## src/include/cfg_access_consts.svh

```systemverilog
// Constants of the configuration access message protocol.
// Assumes inclusion by the package and by both channel ends.
`ifndef CFG_ACCESS_CONSTS_SVH
`define CFG_ACCESS_CONSTS_SVH
`define TOK_WRITE 8'hC0
`define TOK_READ 8'hC1
`define TOK_WRITE8 8'hC2
`define TOK_READ8 8'hC3
`define TOK_CLOSE 8'h01
`define TOK_ACK 8'h03
`define TOK_NAK 8'h04
`define DEST_TILE 16'hC20C
`define DEST_NODE 16'hC30C
`define DEST_PERIPH 8'h02
`define PS_TAG 8'h0B
`define PS_SHIFT 8
`define NO_REPLY 8'hFF
`define REG_COUNT 16'h0008
`define RO_MASK 8'h08
`define RESET_WORD 32'h0000_0000
`define MSG_MAX_TOKENS 11
`endif

```

## src/include/cfg_access_pkg.sv

```systemverilog
// Types shared by both channel ends of the configuration access protocol.
// Assumes the constants header is on the include path.
`include "cfg_access_consts.svh"
package cfg_access_pkg;
  typedef enum logic [1:0] {
    BANK_TILE = 2'h0,
    BANK_NODE = 2'h1,
    BANK_PERIPH = 2'h2,
    BANK_PS = 2'h3
  } bank_t;

  typedef logic [8:0] token_t;

  function automatic logic [31:0] make_ps_resid(input logic [23:0] regn);
    make_ps_resid = {regn, 8'h00} | {24'h00_0000, `PS_TAG};
  endfunction : make_ps_resid
endpackage : cfg_access_pkg

```

## src/include/cfg_chan_if.sv

```systemverilog
// Token channel between a requesting channel end and the config handler.
// Each token is a control flag plus one byte; valid/ready per direction.
`timescale 1ns/1ps
interface cfg_chan_if;
  logic req_valid;
  logic req_ctrl;
  logic [7:0] req_data;
  logic [31:0] req_dest;
  logic req_ready;
  logic rsp_valid;
  logic rsp_ctrl;
  logic [7:0] rsp_data;
  logic [23:0] rsp_dest;
  logic rsp_ready;

  modport requester (
    output req_valid, req_ctrl, req_data, req_dest, rsp_ready,
    input req_ready, rsp_valid, rsp_ctrl, rsp_data, rsp_dest
  );
  modport handler (
    input req_valid, req_ctrl, req_data, req_dest, rsp_ready,
    output req_ready, rsp_valid, rsp_ctrl, rsp_data, rsp_dest
  );
endinterface : cfg_chan_if

```

## src/cfg_handler.sv

```systemverilog
// Configuration register access handler: decodes token messages from the
// channel, accesses tile, node, peripheral and processor-status banks and
// answers. Assumes the requester holds req_dest for a whole message.
//
// Function
// - Reply goes to the 24-bit reply field
// - Reply low byte all ones suppresses write reply
// - Multi-byte fields travel most significant byte first
// - Status id is register shifted 8, ORed 0x0B
// - Status instructions read and write whole words
// - Tile destination is tile id then C20C
// - Node destination is node id then C30C
// - Peripheral destination is node, peripheral, 02
// - Write: 192, reply, register, data, 1
// - Read: 193, reply, register, 1
// - Write answer: 3,1 success; 4,1 failure
// - Read answer: 3, data, 1; else 4,1
// - Peripheral access in 32-bit or 8-bit widths
`timescale 1ns/1ps
`include "cfg_access_consts.svh"
module cfg_handler #(
  parameter logic [15:0] TILE_ID = 16'h0001,
  parameter logic [15:0] NODE_ID = 16'h0002,
  parameter logic [7:0] PERIPH_ID = 8'h01
) (
  input wire logic ref_clk_i,
  input wire logic rst_n_i,
  cfg_chan_if.handler chan,
  input wire logic ps_req_i,
  input wire logic ps_we_i,
  input wire logic [31:0] ps_resid_i,
  input wire logic [31:0] ps_wdata_i,
  output logic ps_done_o,
  output logic ps_err_o,
  output logic [31:0] ps_rdata_o
);
  typedef enum logic [6:0] {
    S_IDLE = 7'h01,
    S_REPLY = 7'h02,
    S_REGN = 7'h04,
    S_DATA = 7'h08,
    S_TAIL = 7'h10,
    S_EXEC = 7'h20,
    S_SEND = 7'h40
  } state_t;

  function automatic logic reg_ok(input logic [15:0] regn,
                                  input logic we);
    // A literal cannot be bit-selected, so the mask goes through a variable
    logic [7:0] ro;
    ro = `RO_MASK;
    reg_ok = (regn < `REG_COUNT) && !(we && ro[regn[2:0]]);
  endfunction : reg_ok

  state_t state_r, state_nxt;
  logic [2:0] cnt_r, cnt_nxt;
  logic wr_r, wr_nxt, byte_r, byte_nxt, err_r, err_nxt;
  logic drop_r, drop_nxt, fin_r, fin_nxt;
  cfg_access_pkg::bank_t bank_r, bank_nxt;
  logic [23:0] reply_r, reply_nxt;
  logic [15:0] regn_r, regn_nxt;
  logic [31:0] wdata_r, wdata_nxt, sdata_r, sdata_nxt;
  logic [31:0] mem_r [4][8];
  logic [31:0] mem_nxt [4][8];
  logic req_ready_r, req_ready_nxt;
  logic rsp_valid_r, rsp_valid_nxt, rsp_ctrl_r, rsp_ctrl_nxt;
  logic [7:0] rsp_data_r, rsp_data_nxt;
  logic [23:0] rsp_dest_r, rsp_dest_nxt;
  logic ps_done_r, ps_done_nxt, ps_err_r, ps_err_nxt;
  logic [31:0] ps_rdata_r, ps_rdata_nxt;
  logic take;
  logic ok;
  logic [31:0] rword;

  assign take = chan.req_valid && req_ready_r;

  //////////////////////////////////////////////////////////////////////////
  always_comb
  begin
    state_nxt = state_r;
    cnt_nxt = cnt_r;
    wr_nxt = wr_r;
    byte_nxt = byte_r;
    err_nxt = err_r;
    drop_nxt = drop_r;
    fin_nxt = fin_r;
    bank_nxt = bank_r;
    reply_nxt = reply_r;
    regn_nxt = regn_r;
    wdata_nxt = wdata_r;
    sdata_nxt = sdata_r;
    mem_nxt = mem_r;
    rsp_valid_nxt = rsp_valid_r;
    rsp_ctrl_nxt = rsp_ctrl_r;
    rsp_data_nxt = rsp_data_r;
    rsp_dest_nxt = rsp_dest_r;
    ps_done_nxt = 1'b0;
    ps_err_nxt = ps_err_r;
    ps_rdata_nxt = ps_rdata_r;
    ok = 1'b0;
    rword = 32'h0000_0000;
    case (state_r)
      S_IDLE:
      begin
        if (take && chan.req_ctrl)
        begin
          wr_nxt = (chan.req_data == `TOK_WRITE) ||
                   (chan.req_data == `TOK_WRITE8);
          byte_nxt = (chan.req_data == `TOK_WRITE8) ||
                     (chan.req_data == `TOK_READ8);
          drop_nxt = !(wr_nxt || chan.req_data == `TOK_READ ||
                       chan.req_data == `TOK_READ8);
          err_nxt = 1'b0;
          cnt_nxt = 3'h2;
          state_nxt = drop_nxt ? S_TAIL : S_REPLY;
          if (chan.req_dest[15:0] == `DEST_TILE)
          begin
            bank_nxt = cfg_access_pkg::BANK_TILE;
            err_nxt = chan.req_dest[31:16] != TILE_ID;
          end
          else if (chan.req_dest[15:0] == `DEST_NODE)
          begin
            bank_nxt = cfg_access_pkg::BANK_NODE;
            err_nxt = chan.req_dest[31:16] != NODE_ID;
          end
          else if (chan.req_dest[7:0] == `DEST_PERIPH)
          begin
            bank_nxt = cfg_access_pkg::BANK_PERIPH;
            err_nxt = chan.req_dest[31:16] != NODE_ID ||
                      chan.req_dest[15:8] != PERIPH_ID;
          end
          else
            err_nxt = 1'b1;
          // Width tokens only make sense for a peripheral bank
          if (byte_nxt && bank_nxt != cfg_access_pkg::BANK_PERIPH)
            err_nxt = 1'b1;
        end
        else if (!chan.req_valid && ps_req_i)
        begin
          ok = ps_resid_i[7:0] == `PS_TAG &&
               ps_resid_i[31:24] == 8'h00 &&
               reg_ok(ps_resid_i[23:8], ps_we_i);
          ps_done_nxt = 1'b1;
          ps_err_nxt = !ok;
          ps_rdata_nxt = ok ? mem_r[3][ps_resid_i[10:8]] : 32'h0000_0000;
          if (ok && ps_we_i)
            mem_nxt[3][ps_resid_i[10:8]] = ps_wdata_i;
        end
      end
      S_REPLY, S_REGN, S_DATA:
      begin
        if (take && chan.req_ctrl)
        begin
          // Early close or stray control: fail the message
          err_nxt = 1'b1;
          state_nxt = chan.req_data == `TOK_CLOSE ? S_EXEC : S_TAIL;
        end
        else if (take)
        begin
          cnt_nxt = cnt_r - 3'h1;
          if (state_r == S_REPLY)
            reply_nxt = {reply_r[15:0], chan.req_data};
          else if (state_r == S_REGN)
            regn_nxt = {regn_r[7:0], chan.req_data};
          else
            wdata_nxt = {wdata_r[23:0], chan.req_data};
          if (cnt_r == 3'h0)
          begin
            if (state_r == S_REPLY)
            begin
              state_nxt = S_REGN;
              cnt_nxt = 3'h1;
            end
            else if (state_r == S_REGN && wr_r)
            begin
              state_nxt = S_DATA;
              cnt_nxt = byte_r ? 3'h0 : 3'h3;
            end
            else
              state_nxt = S_TAIL;
          end
        end
      end
      S_TAIL:
      begin
        if (take && chan.req_ctrl && chan.req_data == `TOK_CLOSE)
          state_nxt = S_EXEC;
        else if (take)
          err_nxt = 1'b1;
      end
      S_EXEC:
      begin
        ok = !err_r && reg_ok(regn_r, wr_r);
        rword = mem_r[bank_r][regn_r[2:0]];
        if (ok && wr_r)
          mem_nxt[bank_r][regn_r[2:0]] = byte_r ?
            {rword[31:8], wdata_r[7:0]} : wdata_r;
        sdata_nxt = byte_r ? {rword[7:0], 24'h00_0000} : rword;
        cnt_nxt = (ok && !wr_r) ? (byte_r ? 3'h1 : 3'h4) : 3'h0;
        fin_nxt = 1'b0;
        rsp_dest_nxt = reply_r;
        if (drop_r || (wr_r && reply_r[7:0] == `NO_REPLY))
          state_nxt = S_IDLE;
        else
        begin
          state_nxt = S_SEND;
          rsp_valid_nxt = 1'b1;
          rsp_ctrl_nxt = 1'b1;
          rsp_data_nxt = ok ? `TOK_ACK : `TOK_NAK;
        end
      end
      S_SEND:
      begin
        if (chan.rsp_ready)
        begin
          if (fin_r)
          begin
            rsp_valid_nxt = 1'b0;
            state_nxt = S_IDLE;
          end
          else if (cnt_r != 3'h0)
          begin
            rsp_ctrl_nxt = 1'b0;
            rsp_data_nxt = sdata_r[31:24];
            sdata_nxt = {sdata_r[23:0], 8'h00};
            cnt_nxt = cnt_r - 3'h1;
          end
          else
          begin
            rsp_ctrl_nxt = 1'b1;
            rsp_data_nxt = `TOK_CLOSE;
            fin_nxt = 1'b1;
          end
        end
      end
      default:
        state_nxt = S_IDLE;
    endcase
    // Accept tokens only while collecting a message
    req_ready_nxt = state_nxt == S_IDLE || state_nxt == S_REPLY ||
                    state_nxt == S_REGN || state_nxt == S_DATA ||
                    state_nxt == S_TAIL;
  end

  //////////////////////////////////////////////////////////////////////////
  always_ff @(posedge ref_clk_i)
  begin
    if (!rst_n_i)
    begin
      state_r <= S_IDLE;
      cnt_r <= 3'h0;
      wr_r <= 1'b0;
      byte_r <= 1'b0;
      err_r <= 1'b0;
      drop_r <= 1'b0;
      fin_r <= 1'b0;
      bank_r <= cfg_access_pkg::BANK_TILE;
      reply_r <= 24'h00_0000;
      regn_r <= 16'h0000;
      wdata_r <= 32'h0000_0000;
      sdata_r <= 32'h0000_0000;
      for (int b = 0; b < 4; b++)
        for (int i = 0; i < 8; i++)
          mem_r[b][i] <= `RESET_WORD;
      req_ready_r <= 1'b0;
      rsp_valid_r <= 1'b0;
      rsp_ctrl_r <= 1'b0;
      rsp_data_r <= 8'h00;
      rsp_dest_r <= 24'h00_0000;
      ps_done_r <= 1'b0;
      ps_err_r <= 1'b0;
      ps_rdata_r <= 32'h0000_0000;
    end
    else
    begin
      state_r <= state_nxt;
      cnt_r <= cnt_nxt;
      wr_r <= wr_nxt;
      byte_r <= byte_nxt;
      err_r <= err_nxt;
      drop_r <= drop_nxt;
      fin_r <= fin_nxt;
      bank_r <= bank_nxt;
      reply_r <= reply_nxt;
      regn_r <= regn_nxt;
      wdata_r <= wdata_nxt;
      sdata_r <= sdata_nxt;
      mem_r <= mem_nxt;
      req_ready_r <= req_ready_nxt;
      rsp_valid_r <= rsp_valid_nxt;
      rsp_ctrl_r <= rsp_ctrl_nxt;
      rsp_data_r <= rsp_data_nxt;
      rsp_dest_r <= rsp_dest_nxt;
      ps_done_r <= ps_done_nxt;
      ps_err_r <= ps_err_nxt;
      ps_rdata_r <= ps_rdata_nxt;
    end
  end

  assign chan.req_ready = req_ready_r;
  assign chan.rsp_valid = rsp_valid_r;
  assign chan.rsp_ctrl = rsp_ctrl_r;
  assign chan.rsp_data = rsp_data_r;
  assign chan.rsp_dest = rsp_dest_r;
  assign ps_done_o = ps_done_r;
  assign ps_err_o = ps_err_r;
  assign ps_rdata_o = ps_rdata_r;
endmodule : cfg_handler

```

## src/flat_wrapper.sv

```systemverilog
// flat-port wrapper written by rule: the top's interface ports become plain ports
module cfg_handler_flat 
#(
  parameter logic [15:0] TILE_ID = 16'h0001,
  parameter logic [15:0] NODE_ID = 16'h0002,
  parameter logic [7:0] PERIPH_ID = 8'h01
)
  (ref_clk_i, rst_n_i, ps_req_i, ps_we_i, ps_resid_i, ps_wdata_i, ps_done_o, ps_err_o, ps_rdata_o, chan_req_valid, chan_req_ctrl, chan_req_data, chan_req_dest, chan_rsp_ready, chan_req_ready, chan_rsp_valid, chan_rsp_ctrl, chan_rsp_data, chan_rsp_dest);
  cfg_chan_if chan_i ();
  input wire logic ref_clk_i;
  input wire logic rst_n_i;
  input wire logic ps_req_i;
  input wire logic ps_we_i;
  input wire logic [31:0] ps_resid_i;
  input wire logic [31:0] ps_wdata_i;
  output logic ps_done_o;
  output logic ps_err_o;
  output logic [31:0] ps_rdata_o;
  input wire logic [$bits(chan_i.req_valid)-1:0] chan_req_valid;
  input wire logic [$bits(chan_i.req_ctrl)-1:0] chan_req_ctrl;
  input wire logic [$bits(chan_i.req_data)-1:0] chan_req_data;
  input wire logic [$bits(chan_i.req_dest)-1:0] chan_req_dest;
  input wire logic [$bits(chan_i.rsp_ready)-1:0] chan_rsp_ready;
  output wire logic [$bits(chan_i.req_ready)-1:0] chan_req_ready;
  output wire logic [$bits(chan_i.rsp_valid)-1:0] chan_rsp_valid;
  output wire logic [$bits(chan_i.rsp_ctrl)-1:0] chan_rsp_ctrl;
  output wire logic [$bits(chan_i.rsp_data)-1:0] chan_rsp_data;
  output wire logic [$bits(chan_i.rsp_dest)-1:0] chan_rsp_dest;
  assign chan_i.req_valid = chan_req_valid;
  assign chan_i.req_ctrl = chan_req_ctrl;
  assign chan_i.req_data = chan_req_data;
  assign chan_i.req_dest = chan_req_dest;
  assign chan_i.rsp_ready = chan_rsp_ready;
  assign chan_req_ready = chan_i.req_ready;
  assign chan_rsp_valid = chan_i.rsp_valid;
  assign chan_rsp_ctrl = chan_i.rsp_ctrl;
  assign chan_rsp_data = chan_i.rsp_data;
  assign chan_rsp_dest = chan_i.rsp_dest;
  cfg_handler #(.TILE_ID(TILE_ID), .NODE_ID(NODE_ID), .PERIPH_ID(PERIPH_ID)) u_core (.ref_clk_i(ref_clk_i), .rst_n_i(rst_n_i), .chan(chan_i), .ps_req_i(ps_req_i), .ps_we_i(ps_we_i), .ps_resid_i(ps_resid_i), .ps_wdata_i(ps_wdata_i), .ps_done_o(ps_done_o), .ps_err_o(ps_err_o), .ps_rdata_o(ps_rdata_o));
endmodule
```

## config.mk

```make
export PLATFORM = sky130hd
export DESIGN_NAME = cfg_handler_flat
export DESIGN_NICKNAME = d
export VERILOG_FILES = /design/src/include/cfg_access_pkg.sv /design/src/include/cfg_chan_if.sv /design/src/cfg_handler.sv /design/src/flat_wrapper.sv
export VERILOG_INCLUDE_DIRS = /design/src /design/src/include
export SDC_FILE = /design/constraint.sdc
export NUM_CORES = 2
export LEC_CHECK = 0
export BUFFER_PORTS_ARGS = -buffer_cell sky130_fd_sc_hd__buf_2
export CAP_MARGIN = 40
export CORE_UTILIZATION = 29
export DETAILED_ROUTE_END_ITERATION = 8
export GPL_ROUTABILITY_DRIVEN = 0
export PLACE_DENSITY = 0.49
export SETUP_SLACK_MARGIN = 0.3
export SKIP_CTS_REPAIR_TIMING = 1
export SLEW_MARGIN = 30
export SYNTH_ARGS = -nofsm -noshare
export SYNTH_HDL_FRONTEND = slang
export SYNTH_SLANG_ARGS = --single-unit
```

## constraint.sdc

```tcl
create_clock -name ref_clk_i -period 2.3 [get_ports ref_clk_i]
set_input_delay 0.115 -clock ref_clk_i [delete_from_list [all_inputs] [get_ports ref_clk_i]]
set_output_delay 0.115 -clock ref_clk_i [all_outputs]
set_load 0.005 [all_outputs]
```

## Word level (Yosys, flattened, before mapping)

Memories as Yosys holds them, arrays and structs flattened. A register that Yosys moved wholly into a read port is not among the register bits.
Index checks and enable logic that the tools add are counted.

- Memory bits (read-only): 16
- Word-level logic and storage cells: 264
- Memories: 2
- Latch bits: 0
- Bits in writable memories: 0
- Flip-flop bits (word level): 1214
- Output and inout bits: 69
- Input bits: 111

Memories:

| memory | words | bits a word | read ports | clocked after memory_dff | wr ports | RTL line | text |
|---|---|---|---|---|---|---|---|
| (no name shown) | 8 | 1 | 1 | 1 | 0 | cfg_handler.sv:52 | `` reg_ok = (regn < `REG_COUNT) && !(we && ro[regn[2:0]]); `` |
| (no name shown) | 8 | 1 | 1 | 0 | 0 | cfg_handler.sv:52 |  |

- Mux-type cells: 91
- Shift operators: 0
- Reductions and logical operators: 59
- Order comparisons: 10
- Multiply operators: 0
- Div/mod/pow operators: 0
- Bitwise logic cells: 8
- Add/sub/neg operators: 1
- Eq/ne operators: 41

Operators by type and width:

| kind | number |
|---|---|
| 2-to-1 mux 256 bit | 7 |
| bitwise mux 1024 bit | 1 |
| binary-select mux 256 bit (select 2 bit) | 1 |
| demux 256 bit (select 2 bit) | 1 |
| one-hot mux 256 bit (2 select lines) | 1 |
| 2-to-1 mux 32 bit | 12 |
| bitwise mux 256 bit | 1 |
| binary-select mux 32 bit (select 3 bit) | 2 |
| demux 32 bit (select 3 bit) | 2 |
| one-hot mux 32 bit (2 select lines) | 1 |
| 2-to-1 mux 7 bit | 9 |
| 2-to-1 mux 3 bit | 14 |
| equality test 8 bit (second input constant) | 5 |
| one-hot mux 7 bit (5 select lines) | 1 |
| equality test 16 bit (second input constant) | 2 |
| less-than comparator 16 x 4 -> 1 bit (second input constant) | 2 |
| 2-to-1 mux 8 bit | 4 |
| logical AND 1 bit | 20 |
| AND reduction 5 bit | 4 |
| 2-to-1 mux 1 bit | 19 |
| != test 2 x 1 -> 1 bit (second input constant) | 9 |
| != test 16 x 1 -> 1 bit (second input constant) | 1 |
| != test 16 x 2 -> 1 bit (second input constant) | 1 |
| one-hot mux 8 bit (2 select lines) | 1 |
| other kinds (39) | 89 |

## Longest topological paths before layout

- Depth after elaboration: 13
- Gate-level depth with buffers: 13
- Depth with buffers taken out: 8

## Worst setup path before layout

OpenSTA, ideal clock, no wires.

- Path type: flip-flop to flip-flop
- Start: register u_core.bank_r[0]
- End: register u_core.sdata_r[30]
- Period minus slack after synthesis: 2.485 ns
- Required time: 2.180 ns
- Setup slack: -0.185 ns
- Data arrival time: 2.365 ns
- Library setup time: 0.120 ns
- Buffers on the path: 5
- Stages on the path, launching flop included: 12
- Cells stage by stage: dfxtp_1 -> buf_2 -> buf_6 -> buf_6 -> buf_2 -> buf_2 -> mux2i_1 -> o22ai_1 -> or4_1 -> nor2_1 -> a2bb2oi_1 -> a21oi_1

- Longest elaborated chain between the ends: 9

RTL lines:

| item | RTL line | text |
|---|---|---|
| start: declaration | cfg_handler.sv:59 | `cfg_access_pkg::bank_t bank_r, bank_nxt;` |
| start signal: assignment | cfg_handler.sv:257 | `bank_r <= cfg_access_pkg::BANK_TILE;` |
| start signal: assignment | cfg_handler.sv:283 | `bank_r <= bank_nxt;` |
| inverter 2 -> 3 bit (not written as such) | cfg_handler.sv:194 | `rword = mem_r[bank_r][regn_r[2:0]];` |
| binary-select mux 256 bit (select 2 bit) | cfg_handler.sv:194 |  |
| 2-to-1 mux 256 bit (not written as such) (2 in series) | cfg_handler.sv:194 |  |
| binary-select mux 32 bit (select 3 bit) | cfg_handler.sv:194 |  |
| 2-to-1 mux 32 bit (not written as such) (2 in series) | cfg_handler.sv:194 |  |
| 2-to-1 mux 32 bit | cfg_handler.sv:198 | `sdata_nxt = byte_r ? {rword[7:0], 24'h00_0000} : rword;` |
| one-hot mux 32 bit (2 select lines) | cfg_handler.sv:102 | `case (state_r)` |
| end signal: assignment | cfg_handler.sv:287 | `sdata_r <= sdata_nxt;` |
| end: declaration | cfg_handler.sv:62 | `logic [31:0] wdata_r, wdata_nxt, sdata_r, sdata_nxt;` |

No other way between the ends. The select of a mux whose other input is x is not followed.
A chain may end at the register's enable or synchronous reset.

## Worst setup path in the final report

- Start: register u_core.bank_r[0]
- End: register u_core.mem_r[108] in the netlist's numbering

- Longest elaborated chain between the ends: 11
- Elaborated cells on any way between the ends: 16
- Classes of those cells: order compare: 2; mux: 12; bitwise: 1; reduce/logical: 1

RTL lines:

| item | RTL line | text |
|---|---|---|
| inverter 2 -> 3 bit (*) | cfg_handler.sv:194, cfg_handler.sv:196 |  |
| binary-select mux 256 bit (select 2 bit) | cfg_handler.sv:194 |  |
| 2-to-1 mux 256 bit (not written as such) (2 in series) | cfg_handler.sv:194 |  |
| binary-select mux 32 bit (select 3 bit) | cfg_handler.sv:194 |  |
| 2-to-1 mux 32 bit (not written as such) (2 in series) | cfg_handler.sv:194 |  |
| 2-to-1 mux 32 bit | cfg_handler.sv:196 | `mem_nxt[bank_r][regn_r[2:0]] = byte_r ?` |
| bitwise mux 1024 bit (*) | cfg_handler.sv:196 |  |
| 2-to-1 mux 256 bit (*) | cfg_handler.sv:195 | `if (ok && wr_r)` |
| one-hot mux 256 bit (2 select lines) (*) | cfg_handler.sv:102 |  |
| end signal: indexed assignment | cfg_handler.sv:264 | `` mem_r[b][i] <= `RESET_WORD; `` |
| end signal: assignment | cfg_handler.sv:288 | `mem_r <= mem_nxt;` |
| end: declaration | cfg_handler.sv:63 | `logic [31:0] mem_r [4][8];` |

Every way passes the cells marked *; elsewhere a longest branch is shown, timed or not. The select of a mux whose other input is x is not followed.

==> summary.txt <==
Outcome
  – Outcome: complete, but fails checks
  – Failing checks: negative hold slack, negative setup slack

Worst setup path
  – Arr. time, crit path: 3.39 ns
  – Critical Path Sink: u_core.mem_r[108]
  – WS Path Type: flop to flop
  – Critical Path Fanout Max: 26
  – Worst reg2reg path depth: 11
  – Crit Reg-Reg Startpoint: u_core.bank_r[0]
  – Reg2reg setup slack: -0.47 ns
  – Setup crit start: u_core.bank_r[0]
  – FF-to-FF End: u_core.mem_r[108]
  – Critical path launch point type: flop
  – CP required: 2.93 ns
  – Crit. End Element: flop

STA
  – Clk_skew: 0.0345 ns
  – Slew Limit Fails: 0
  – Final hold slack: -0.00735 ns
  – Final hold vios: 1
  – Max-slew headroom: 41.6%
  – Final worst slack: -0.468 ns
  – F_max: 0.361 GHz
  – RSZ-0062 raised after global routing: true
  – Min Clock Period, post-route: 2.77 ns
  – Final setup vio count: 981
  – Worst Max-Slew Pin Slew: 0.875 ns
  – Final period utilization: 120%

Global route
  – Largest net degree at the start of global routing: 151
  – Grt total ovfl: 0
  – First-pass GRT wire length: 366000 um
  – Vias in the first global route: 50800
  – Gr usage total: 26.0%
  – Initial antenna violation count: 6

Power and ir drop
  – P_leak: 22.8 nW
  – Worst IR drop on VDD: 0.714 mV
  – Design Power: 46.3 mW
  – P per Cell Area: 657 nW/um2

Die
  – Die X: 435 um
  – Core area: 186000 um2
  – Die Y: 435 um
  – Initial Utilization: 29.3%
  – Ports: 180
  – Die Area: 189000 um2
  – Rows: 158

Yosys
  – Unique masters post-synth: 80
  – Adder-Cell Fraction of Synth Area: 0.0460%
  – Post-Syn Area: 54400 um2
  – Synth top cells by count: 1314 x nand2_1, 1215 x dfxtp_1, 928 x o22ai_1
  – Largest area contributor in the synthesized netlist: dfxtp_1
  – Synth Area in Compound Gates: 25.3%
  – Syn_area_per_cell: 8.75 um2
  – Synthesized instance count: 6217
  – Sequential area share after synthesis: 44.7%
  – Top cell type's share of synthesized area: 44.7%
  – Cell with the most instances after synthesis: nand2_1
  – Main area contributors after synthesis: dfxtp_1 45%, o22ai_1 11%, nand2_1 9.1%, mux2i_1 8.3%, a21oi_1 5.1%
  – #FFs+latches synth: 1215
  – Top FF cell, synth: dfxtp_1
  – Mux cell area share after synthesis: 9.64%
  – Largest family of logic cells by synthesized area: compound AO/OA/AOI/OAI gates
  – Post-synthesis xor/xnor area fraction: 0.0161%
  – Yosys warns: 0
  – Post-synth EDFFs: 0
  – Async set or reset register ratio after synthesis: 0%
  – Post-Syn Nets: 6330
  – Synth Area in Simple Gates: 14.5%

Worst hold path
  – Startpoint of the worst hold path: chan_req_dest[9]
  – WHS Path Cells: 6
  – Min-Delay Path Class: primary input to flop

Clocking
  – CTS tree: built
  – Htree depth: 4
  – Clock Latency Late Sink: 0.81 ns
  – Clock Pin Slew Worst Setup and Hold Paths: 0.06 ns
  – Clk sinks: 1215
  – Root buffer cell: clkbuf_16
  – Total CTS buffers: 143
  – CTS Buffer Depth: 3

Layout
  – Layout area overhead: 29.4%
  – Layout Nets: 6878
  – Layout cells sized above 1: 22.1%
  – Final core occ: 37.9%

Place
  – PortBufs: 179
  – Hpwl dp: 180000 um

Drt
  – Routed wire length: 261000 um
  – DR vias/cell: 5.82
  – Drt pass-1 iters: 6
  – Initial detailed-routing violation count: 6255
  – Final ANT Viol Nets: 0
  – Detailed-route DRC error count: 0
  – Wire per inst: 27.9 um
  – Routed via count: 54400

Flow run
  – Max-cap viol count: 0
[area by class of cell]
type / count / area, um2
fillers: 18800 / 115000
clock inverters: 46 / 624
well taps: 2480 / 3100
clock buffers: 207 / 4190
repair buffers: 1066 / 10300
multi-input cells: 4332 / 27800
diodes: 1 / 2.50
flip-flops and latches: 1215 / 24300
inverters: 7 / 33.8
[through the flow]
stage          TNS, ns  hold slack [ns]  area [um2]  instances  worst slack (ns)
2_1_floorplan   -28.10            0.248       54700       6217            -0.118
3_3_place_gp   -319.40            0.419       64000       9013            -0.633
3_5_place_dp   -341.14            0.432       64000       9013            -0.629
4_1_cts        -349.62           -0.409       68800       9266            -0.648
5_1_grt        -357.35           0.0224       70400       9353            -0.510
6_report       -268.89         -0.00735       70400       9354            -0.468
[power breakdown]
part / switching (mW) / internal [mW]
Combinational: 1.07 / 0.506
Clock: 9.73 / 13.9
Sequential: 0.00610 / 21.0
Total: 10.8 / 35.5
[metal layers]
layer	routed length (um)	global-route usage, %	up-vias
met4	16700	14.7	2
met5	12	0	-
met3	20500	4.29	681
met2	118000	41.3	2905
li1	-	-	24100
met1	106000	33.4	26700
[cell usage in the layout, fill, tap and decap left out, drive strengths merged, types with 11 or more instances in the layout]
cell type,instances
dfxtp,1215
and2,19
inv,13
o21bai,16
a22oi,185
a222oi,16
buf,1002
nand2,1314
nand3b,12
dlygate4sd3,58
a21oi,549
a2bb2oi,57
o21ai,38
bufinv,11
a311oi,34
nand3,40
mux4,32
a22o,13
clkbuf,213
clkinv,25
nor2,127
o22ai,928
or4,22
a31oi,19
a211oi,196
mux2i,452
nor4,87
or2,11
o2bb2ai,24
nor3,30
[logic make-up (layout without fill, tap and decap cells)]
logic type / count (synthesis) / in the layout
xor+xnor: 1 / 1
other cells: 0 / 1
mux: 484 / 484
compound gates: 2108 / 2109
simple gates: 1736 / 1736
flops: 1215 / 1215
buf+inv: 671 / 1326
fa+ha+maj: 2 / 2
[flip-flops by register name, indices dropped and copies added (netlist names), 2 cells and up, named ones only]
| signal | count |
|---|---|
| u_core.state_r | 7 |
| u_core.bank_r | 2 |
| u_core.regn_r | 16 |
| u_core.wdata_r | 32 |
| u_core.reply_r | 24 |
| u_core.chan.rsp_dest | 24 |
| u_core.cnt_r | 3 |
| u_core.mem_r | 1024 |
| u_core.chan.rsp_data | 8 |
| u_core.ps_rdata_o | 32 |
| u_core.sdata_r | 32 |
[critical path, cell delays in order (launching register included)]
cell,delay [ns]
dfxtp_4,0.46
buf_12,0.20
buf_12,0.24
mux2i_1,0.21
buf_4,0.14
o22ai_2,0.09
nor4_4,0.41
buf_4,0.21
a31oi_4,0.10
buf_12,0.18
a22oi_1,0.20
a211oi_2,0.09
[worst min-delay path by stage]
| stage | endpoint | slack (ns) |
|---|---|---|
| finish | u_core.err_r | -0.007 |
| global placement | u_core.reply_r[3] | 0.42 |
| CTS | u_core.reply_r[3] | -0.41 |
| floorplan | u_core.bank_r[0] | 0.25 |
| global route | u_core.err_r | 0.02 |
| detailed placement | u_core.regn_r[3] | 0.43 |
(Power assumes the default switching activity.)
